[config.mk]
export PLATFORM = sky130hd
export DESIGN_NAME = gpio_port_control
export DESIGN_NICKNAME = d
export VERILOG_FILES = /design/src/pkg/gpio_port_pkg.sv /design/src/hdl/gpio_port_control.sv /design/src/hdl/gpio_sync.sv
export VERILOG_INCLUDE_DIRS = /design/src /design/src/pkg
export SDC_FILE = /design/constraint.sdc
export NUM_CORES = 1
export LEC_CHECK = 0
export ABC_AREA = 1
export BUFFER_PORTS_ARGS = -buffer_cell sky130_fd_sc_hd__clkbuf_2
export CAP_MARGIN = 0
export CORE_MARGIN = 1
export CORE_UTILIZATION = 50
export DETAILED_ROUTE_END_ITERATION = 7
export PLACE_DENSITY = 0.85
export SLEW_MARGIN = 15
export SYNTH_ARGS = -nofsm -noshare
export SYNTH_HDL_FRONTEND = slang
export SYNTH_SLANG_ARGS = --single-unit
[constraint.sdc]
create_clock -name aclk -period 1.6 [get_ports aclk]
set_input_delay 0.08 -clock aclk [delete_from_list [all_inputs] [get_ports aclk]]
set_output_delay 0.08 -clock aclk [all_outputs]
set_load 0.03 [all_outputs]
[src/pkg/gpio_port_regs.svh]
// Purpose: register map and reset values of the gpio port
// Assumes: byte addresses on a 32-bit AXI4-Lite bus
// Notes: included by the port control module, the bench monitor and the testbench
//
// Functional notes
// - each function-select bit hands its pin to alternate function; resets zero
// - plain I/O pin with direction bit one is driven as output
// - direction bit zero leaves pin undriven as input; direction resets zero
// - alternate-function pins ignore direction; alternate logic drives them
// - pin-level read returns sampled level of all 32 pins in any mode
// - pin-level write changes only plain I/O output pins
`ifndef GPIO_PORT_REGS_SVH
`define GPIO_PORT_REGS_SVH

// ==========================================================
// register offsets
`define GPIO_FUNC_SEL_OFFSET 12'h418
`define GPIO_DIRECTION_OFFSET 12'h41c
`define GPIO_LEVEL_OFFSET 12'h420

// ==========================================================
// reset values
`define GPIO_FUNC_SEL_RESET 32'h0000_0000
`define GPIO_DIRECTION_RESET 32'h0000_0000
`define GPIO_LEVEL_RESET 32'h0000_0000

// ==========================================================
// bus responses
`define AXI_RESP_OKAY 2'h0
`define AXI_RESP_SLVERR 2'h2

`endif

[src/pkg/gpio_port_pkg.sv]
// Purpose: shared types of the gpio port
// Assumes: nothing beyond the register header
// Notes: bus state encodings are one-hot
package gpio_port_pkg;
    typedef enum logic [1:0] {
        wr_idle_s = 2'b01,
        wr_resp_s = 2'b10
    } wr_state_t;

    typedef enum logic [1:0] {
        rd_idle_s = 2'b01,
        rd_resp_s = 2'b10
    } rd_state_t;
endpackage

[src/hdl/gpio_port_control.sv]
// Purpose: 32-pin gpio port with AXI4-Lite register access
// Assumes: aresetn is the fundamental reset; hot reset never reaches here
// Notes: unmapped addresses answer SLVERR, read data zero
`timescale 1ns/1ps
`include "gpio_port_regs.svh"
module gpio_port_control
    import gpio_port_pkg::*;
#(
    parameter int PINS = 32
) (
    input wire logic aclk,
    input wire logic aresetn,
    input wire logic [11:0] s_axi_awaddr,
    input wire logic s_axi_awvalid,
    output logic s_axi_awready,
    input wire logic [31:0] s_axi_wdata,
    input wire logic [3:0] s_axi_wstrb,
    input wire logic s_axi_wvalid,
    output logic s_axi_wready,
    output logic [1:0] s_axi_bresp,
    output logic s_axi_bvalid,
    input wire logic s_axi_bready,
    input wire logic [11:0] s_axi_araddr,
    input wire logic s_axi_arvalid,
    output logic s_axi_arready,
    output logic [31:0] s_axi_rdata,
    output logic [1:0] s_axi_rresp,
    output logic s_axi_rvalid,
    input wire logic s_axi_rready,
    input wire logic [PINS-1:0] pin_in,
    output logic [PINS-1:0] pin_out,
    output logic [PINS-1:0] pin_oe,
    output logic [PINS-1:0] alt_in,
    input wire logic [PINS-1:0] alt_out,
    input wire logic [PINS-1:0] alt_oe,
    output logic [PINS-1:0] pin_function_select,
    output logic [PINS-1:0] pin_direction
);
    // ==========================================================
    // state
    logic [PINS-1:0] func_sel_q, func_sel_d;
    logic [PINS-1:0] direction_q, direction_d;
    logic [PINS-1:0] out_value_q, out_value_d;
    logic [PINS-1:0] pin_level;
    wr_state_t wr_state_q, wr_state_d;
    rd_state_t rd_state_q, rd_state_d;
    logic [11:0] awaddr_q, awaddr_d;
    logic aw_held_q, aw_held_d;
    logic [31:0] wdata_q, wdata_d;
    logic [3:0] wstrb_q, wstrb_d;
    logic w_held_q, w_held_d;
    logic [1:0] bresp_q, bresp_d;
    logic [31:0] rdata_q, rdata_d;
    logic [1:0] rresp_q, rresp_d;
    logic [31:0] wmask;
    logic [31:0] plain_out;

    // ==========================================================
    // pin input synchroniser
    gpio_sync #(
        .WIDTH(PINS)
    ) u_sync (
        .aclk(aclk),
        .aresetn(aresetn),
        .async_in(pin_in),
        .sync_out(pin_level)
    );

    // ==========================================================
    // write channel
    assign s_axi_awready = (wr_state_q == wr_idle_s) && !aw_held_q;
    assign s_axi_wready = (wr_state_q == wr_idle_s) && !w_held_q;

    always_comb begin
        wmask = {{8{wstrb_q[3]}}, {8{wstrb_q[2]}},
            {8{wstrb_q[1]}}, {8{wstrb_q[0]}}};
        plain_out = 32'(direction_q & ~func_sel_q);
        wr_state_d = wr_state_q;
        awaddr_d = awaddr_q;
        aw_held_d = aw_held_q;
        wdata_d = wdata_q;
        wstrb_d = wstrb_q;
        w_held_d = w_held_q;
        bresp_d = bresp_q;
        func_sel_d = func_sel_q;
        direction_d = direction_q;
        out_value_d = out_value_q;
        case (wr_state_q)
            wr_idle_s: begin
                if (s_axi_awvalid && s_axi_awready) begin
                    awaddr_d = s_axi_awaddr;
                    aw_held_d = 1'b1;
                end
                if (s_axi_wvalid && s_axi_wready) begin
                    wdata_d = s_axi_wdata;
                    wstrb_d = s_axi_wstrb;
                    w_held_d = 1'b1;
                end
                if (aw_held_q && w_held_q) begin
                    aw_held_d = 1'b0;
                    w_held_d = 1'b0;
                    wr_state_d = wr_resp_s;
                    bresp_d = `AXI_RESP_OKAY;
                    if ({awaddr_q[11:2], 2'b00} ==
                        `GPIO_FUNC_SEL_OFFSET) begin
                        func_sel_d = PINS'((func_sel_q & ~wmask)
                            | (wdata_q & wmask));
                    end else if ({awaddr_q[11:2], 2'b00} ==
                        `GPIO_DIRECTION_OFFSET) begin
                        direction_d = PINS'((direction_q & ~wmask)
                            | (wdata_q & wmask));
                    end else if ({awaddr_q[11:2], 2'b00} ==
                        `GPIO_LEVEL_OFFSET) begin
                        // non-output pins keep their latch untouched
                        out_value_d = PINS'((out_value_q
                            & ~(wmask & plain_out))
                            | (wdata_q & wmask & plain_out));
                    end else begin
                        bresp_d = `AXI_RESP_SLVERR;
                    end
                end
            end
            wr_resp_s: begin
                if (s_axi_bready) begin
                    wr_state_d = wr_idle_s;
                end
            end
            default: begin
                wr_state_d = wr_idle_s;
            end
        endcase
    end

    // only the fundamental reset clears configuration
    always_ff @(posedge aclk) begin
        if (!aresetn) begin
            wr_state_q <= wr_idle_s;
            awaddr_q <= 12'h000;
            aw_held_q <= 1'b0;
            wdata_q <= 32'h0000_0000;
            wstrb_q <= 4'h0;
            w_held_q <= 1'b0;
            bresp_q <= `AXI_RESP_OKAY;
            func_sel_q <= PINS'(`GPIO_FUNC_SEL_RESET);
            direction_q <= PINS'(`GPIO_DIRECTION_RESET);
            out_value_q <= PINS'(`GPIO_LEVEL_RESET);
        end else begin
            wr_state_q <= wr_state_d;
            awaddr_q <= awaddr_d;
            aw_held_q <= aw_held_d;
            wdata_q <= wdata_d;
            wstrb_q <= wstrb_d;
            w_held_q <= w_held_d;
            bresp_q <= bresp_d;
            func_sel_q <= func_sel_d;
            direction_q <= direction_d;
            out_value_q <= out_value_d;
        end
    end

    assign s_axi_bvalid = (wr_state_q == wr_resp_s);
    assign s_axi_bresp = bresp_q;

    // ==========================================================
    // read channel
    assign s_axi_arready = (rd_state_q == rd_idle_s);

    always_comb begin
        rd_state_d = rd_state_q;
        rdata_d = rdata_q;
        rresp_d = rresp_q;
        case (rd_state_q)
            rd_idle_s: begin
                if (s_axi_arvalid) begin
                    rd_state_d = rd_resp_s;
                    rresp_d = `AXI_RESP_OKAY;
                    if ({s_axi_araddr[11:2], 2'b00} ==
                        `GPIO_FUNC_SEL_OFFSET) begin
                        rdata_d = 32'(func_sel_q);
                    end else if ({s_axi_araddr[11:2], 2'b00} ==
                        `GPIO_DIRECTION_OFFSET) begin
                        rdata_d = 32'(direction_q);
                    end else if ({s_axi_araddr[11:2], 2'b00} ==
                        `GPIO_LEVEL_OFFSET) begin
                        rdata_d = 32'(pin_level);
                    end else begin
                        rdata_d = 32'h0000_0000;
                        rresp_d = `AXI_RESP_SLVERR;
                    end
                end
            end
            rd_resp_s: begin
                if (s_axi_rready) begin
                    rd_state_d = rd_idle_s;
                end
            end
            default: begin
                rd_state_d = rd_idle_s;
            end
        endcase
    end

    always_ff @(posedge aclk) begin
        if (!aresetn) begin
            rd_state_q <= rd_idle_s;
            rdata_q <= 32'h0000_0000;
            rresp_q <= `AXI_RESP_OKAY;
        end else begin
            rd_state_q <= rd_state_d;
            rdata_q <= rdata_d;
            rresp_q <= rresp_d;
        end
    end

    assign s_axi_rvalid = (rd_state_q == rd_resp_s);
    assign s_axi_rdata = rdata_q;
    assign s_axi_rresp = rresp_q;

    // ==========================================================
    // pin muxing
    always_comb begin
        for (int i = 0; i < PINS; i++) begin
            if (func_sel_q[i]) begin
                pin_out[i] = alt_out[i];
                pin_oe[i] = alt_oe[i];
            end else begin
                pin_out[i] = out_value_q[i];
                pin_oe[i] = direction_q[i];
            end
        end
    end

    assign alt_in = pin_level;
    assign pin_function_select = func_sel_q;
    assign pin_direction = direction_q;
endmodule // gpio_port_control

[src/hdl/gpio_sync.sv]
// Purpose: two-flop synchroniser for a vector of pin levels
// Assumes: one clock, synchronous active-low reset
// Notes: first stage is read only by the second
`timescale 1ns/1ps
module gpio_sync #(
    parameter int WIDTH = 32
) (
    input wire logic aclk,
    input wire logic aresetn,
    input wire logic [WIDTH-1:0] async_in,
    output logic [WIDTH-1:0] sync_out
);
    logic [WIDTH-1:0] meta_q;
    logic [WIDTH-1:0] meta_d;
    logic [WIDTH-1:0] sync_q;
    logic [WIDTH-1:0] sync_d;

    always_comb begin
        meta_d = async_in;
        sync_d = meta_q;
    end

    always_ff @(posedge aclk) begin
        if (!aresetn) begin
            meta_q <= '0;
            sync_q <= '0;
        end else begin
            meta_q <= meta_d;
            sync_q <= sync_d;
        end
    end

    assign sync_out = sync_q;
endmodule // gpio_sync

-- Yosys cells after proc, flatten, opt, wreduce, memory -nomap -nowiden
Index checks and enable logic that the tools add are counted.
Widths: inputs -> output; s select.
- bits in registers: 250
- bits of input ports: 163
- output and inout port bits: 201
- word-level logic and storage cells: 147
- equality and inequality tests: 14
- multiplexer cells: 83
- bitwise gates (word level): 15
- reduce and logical (&&, ||, !) cells: 20
- operators by type and width (kind ; count):
    $and 32x32->32 ; 7
    $mux 32 ; 3
    $not 32->32 ; 3
    $or 32x32->32 ; 3
    $mux 1 ; 68
    $eq 10x9->1 const B ; 6
    $mux 2 ; 10
    $reduce_and 2->1 ; 8
    $pmux 2 s2 ; 2
    $ne 2x1->1 const B ; 3
    $logic_and 1x1->1 ; 5
    $reduce_and 5->1 ; 1
    $eq 2x1->1 const B ; 2
    $eq 2x2->1 const B ; 2
    $reduce_and 4->1 ; 1
    $reduce_bool 2->1 ; 2
    $reduce_and 3->1 ; 1
    $logic_not 1->1 ; 2
    $ne 2x2->1 const B ; 1
    $not 1->1 ; 2

-- Longest topological paths before layout
- depth after elaboration: 6
- depth in mapped cells: 11
- mapped depth without buffers: 10

-- Cells and area by module
A second synthesis with hierarchy kept.
- cells, all modules: 1552
- area, all modules: 10580.1 µm²
- by module, submodules not included (module ; times used ; cells each ; area each (µm²) ; sequential area each (µm²)):
    gpio_port_control ; 1 ; 1353 ; 8739.6 ; 3643.5
    gpio_sync ; 1 ; 199 ; 1840.5 ; 1281.2

-- Worst setup path after synthesis
No wires, ideal clock.
- kind: register to register
- from: register rd_state_q[0]
- to: register rdata_q[23], in the netlist s_axi_rdata[23]
- setup time: 117 ps
- arrival: 1667 ps
- required time: 1483 ps
- setup slack: -184 ps
- stages on the path, launching flop included: 9
- buffers on the path: 1
- clock period less this slack: 1784 ps
- path through: dfxtp_1 -> inv_1 -> nor2_1 -> nand2_1 -> inv_1 -> clkbuf_1 -> o21ai_0 -> nor2_1 -> nor2_1
- longest elaborated chain between the ends: 2
- RTL lines (element ; RTL line ; text):
    start, declared ; gpio_port_control.sv:46 ; rd_state_t rd_state_q, rd_state_d;
    start signal, assigned ; gpio_port_control.sv:205 ; rd_state_q <= rd_idle_s;
    start signal, assigned ; gpio_port_control.sv:209 ; rd_state_q <= rd_state_d;
    $eq 2x1->1 ; -- ;
    named net s_axi_arready ; gpio_port_control.sv:25 ; output logic s_axi_arready,
    $reduce_and 2->1 (no line) ; -- ;
    end signal, assigned ; gpio_port_control.sv:210 ; rdata_q <= rdata_d;
    end, declared ; gpio_port_control.sv:53 ; logic [31:0] rdata_q, rdata_d;
The timed path passes the listed nets, and every way through them passes these cells.
A chain may end at the register's enable or synchronous reset.

==> flow_summary.json <==
{
  "multi_input_area_um2": 4750,
  "htreeDepth": 1,
  "cts-root-buf": "clkbuf_16",
  "cp_cell_sequence": "inv_2, nand2_4, nor3_4, inv_2, nor2_4, buf_12, clkbuf_16, nand3_2, a21oi_2",
  "setup_viol": 78,
  "critPathRequiredTime_ns": 2.05,
  "rrSetupSlack_ns": -0.12,
  "cts.sinks": 246,
  "start_util": 0.516,
  "vias_per_cell": 5.38,
  "critPathCaptureType": "flop",
  "drtAntennaViolNets": 0,
  "min_to": "s_axi_rresp[1]",
  "clock_path_buffers": 3,
  "yosysUniqueCellTypes": 25,
  "leakage_uw": 0.00738,
  "seq_area_um2": 4930,
  "grt_pass1_wl_um": 56200,
  "power_uw": 14700,
  "avgSynthCellArea_um2": 6.79,
  "netlist_area_um2": 10500,
  "synth.top_cell.area_share": 0.468,
  "die_w_um": 147,
  "dr.pass1.iters": 5,
  "synth_seq_cells": 246,
  "cap_viol_max_count": 0,
  "core_um2": 20400,
  "criticalPathCategory": "flop to flop",
  "netlist_instances": 1552,
  "worst_slack_ns": -0.122,
  "synth_edf_count": 0,
  "drc_errors": 0,
  "synth-main-ff-cell": "dfxtp_1",
  "fill_cells": 1481,
  "placementRows": 52,
  "clock_latency_ns": 0.52,
  "r2r_cells": 9,
  "layout_worst_path_cycle_share": 1.08,
  "hpwlAfterDp_um": 22800,
  "r2r-start": "wr_state_q[1]",
  "drive_gt1_frac": 0.255,
  "min_from": "s_axi_araddr[10]",
  "hold_path.class": "input pin to flop",
  "cpPeakStageDelay_ns": 0.32,
  "yosysMostFrequentCell": "nand2_1",
  "drt_iter0_drc": 1055,
  "crit_slowest_cell": "dfxtp_2",
  "grt_max_degree": 77,
  "gp_congestion": 0.897,
  "finalCriticalPeriod_ns": 1.72,
  "grt_pass1_vias": 11600,
  "drv_slew": 0,
  "die_h_um": 147,
  "ys_top_cells_by_count": "nand2_1, dfxtp_1, nor2_1, inv_1, o21ai_0",
  "overflow": 0,
  "yosysSeqAreaShare": 0.468,
  "numCtsBuffers": 26,
  "cp_common_cell": "inv_2",
  "grt_usage": 0.319,
  "num_vias": 12300,
  "violations": "negative setup slack",
  "cts_tree": "yes",
  "hold_viol": 0,
  "rsz0062_at_grt": "true",
  "status": "finished with violations",
  "crit_arrival_ns": 2.17,
  "antenna_found_initial": 1,
  "async_flop_share": 0,
  "port_buffers": 357,
  "crit_path_start_kind": "flop",
  "critical-path-top-delay-family": "simple AND/OR/NAND/NOR gates",
  "syn_to_final_growth_pct": 41.5,
  "die-area_um2": 21700,
  "max-vdd-ir-drop_v": 0.000963,
  "yosysWarnings": 0,
  "hold-worst-slack_ns": 0.0128,
  "clkTransAtPathRegs_ns": 0.06,
  "drt-wirelength-per-cell_um": 16.5,
  "hold_depth": 6,
  "fmax_mhz": 581,
  "finClkSkew_ns": 0.0179,
  "power.density_nw_per_um2": 988,
  "finalWirelength_um": 37700,
  "synth_top_cells_by_area": "dfxtp_1, nand2_1, o21ai_0",
  "io_pins": 364,
  "tns_ns": -4.33,
  "crit_fanout": 8,
  "fin_nets": 2160,
  "yosys.area.top_type": "dfxtp_1",
  "cp.buffers_inverters": 4
}
==> worst max-delay path by stage <==
stage,slack (ns),endpoint,from,cells past startpoint
floorplan,0.006,s_axi_rdata[23],rd_state_q[0],8
global placement,0.05,flop,awaddr_q[11],9
detailed placement,-0.03,flop,awaddr_q[11],9
CTS,0.001,flop,awaddr_q[6],9
global route,-0.18,flop,wr_state_q[1],9
finish,-0.12,flop,wr_state_q[1],9
==> placed cells by master (no fill, tap or decap), drive strengths merged, types with 4 or more instances in the layout <==
cell type    count
nand2          452
inv            194
clkbuf         397
nand3           78
o22ai           31
nor2           212
dlygate4sd3     85
nand4            4
buf             48
o21ai          168
dfxtp          246
a21oi           86
==> tightest hold or removal path: cells and delay by family <==
kind                   cells  cell delay, ns
buffers and inverters      2            0.13
AOI/OAI and AO/OA          1            0.11
and+or+nand+nor            3            0.18
==> metrics by stage <==
stage          instances  area [µm²]  utilization  setup slack, ns
6_report            2285       14900        0.730           -0.122
4_1_cts             2270       14500        0.710          0.00118
3_5_place_dp        2140       12700        0.624          -0.0294
5_1_grt             2285       14900        0.730           -0.180
2_1_floorplan       1553       10500            -          0.00627
3_3_place_gp        2140       12700        0.624           0.0482
==> logic make-up (layout without fill, tap and decap cells) <==
group                  after synthesis  after routing  share of synthesized area
buffers and inverters              270            730                      0.104
and+or+nand+nor                    747            748                      0.286
other                                1              3                   0.000356
DFF                                246            246                      0.468
AOI/OAI and AO/OA                  288            288                      0.141
==> routing by layer <==
layer	vias to the layer above	part of all wire	wire, µm	track usage
li1	5749	-	-	-
met5	-	0	0	0
met3	148	0.085	3200	0.0481
met2	771	0.51	19200	0.585
met4	0	0.041	1530	0.144
met1	5616	0.37	13800	0.363
==> report_power, final <==
part / leakage (µW) / total, µW / internal [µW] / switching (µW)
combinational: 0.00493 / 1800 / 676 / 1120
sequential: 0.00202 / 6650 / 6410 / 239
clock: 0.000433 / 6280 / 3830 / 2450
==> cell type report <==
| class | count | area share |
|---|---|---|
| Tap cell | 270 | 0.0227 |
| Timing Repair Buffer | 491 | 0.219 |
| Clock inverter | 6 | 0.00722 |
| Multi-Input combinational cell | 1038 | 0.318 |
| Inverter | 194 | 0.0489 |
| Antenna cell | 1 | 0.000168 |
| Clock buffer | 39 | 0.0524 |
| Sequential cell | 246 | 0.331 |
==> repair_timing <==
item / in CTS / in global routing
hold buffers: 85 / 0
setup buffers: 0 / 10
endpoints found under the hold margin: 86 / 0
pin swaps: 0 / 19
resized for setup: 4 / 60
cloned: 0 / 4
setup endpoints to repair: 23 / 106
Power figures use the tool's default switching activity.
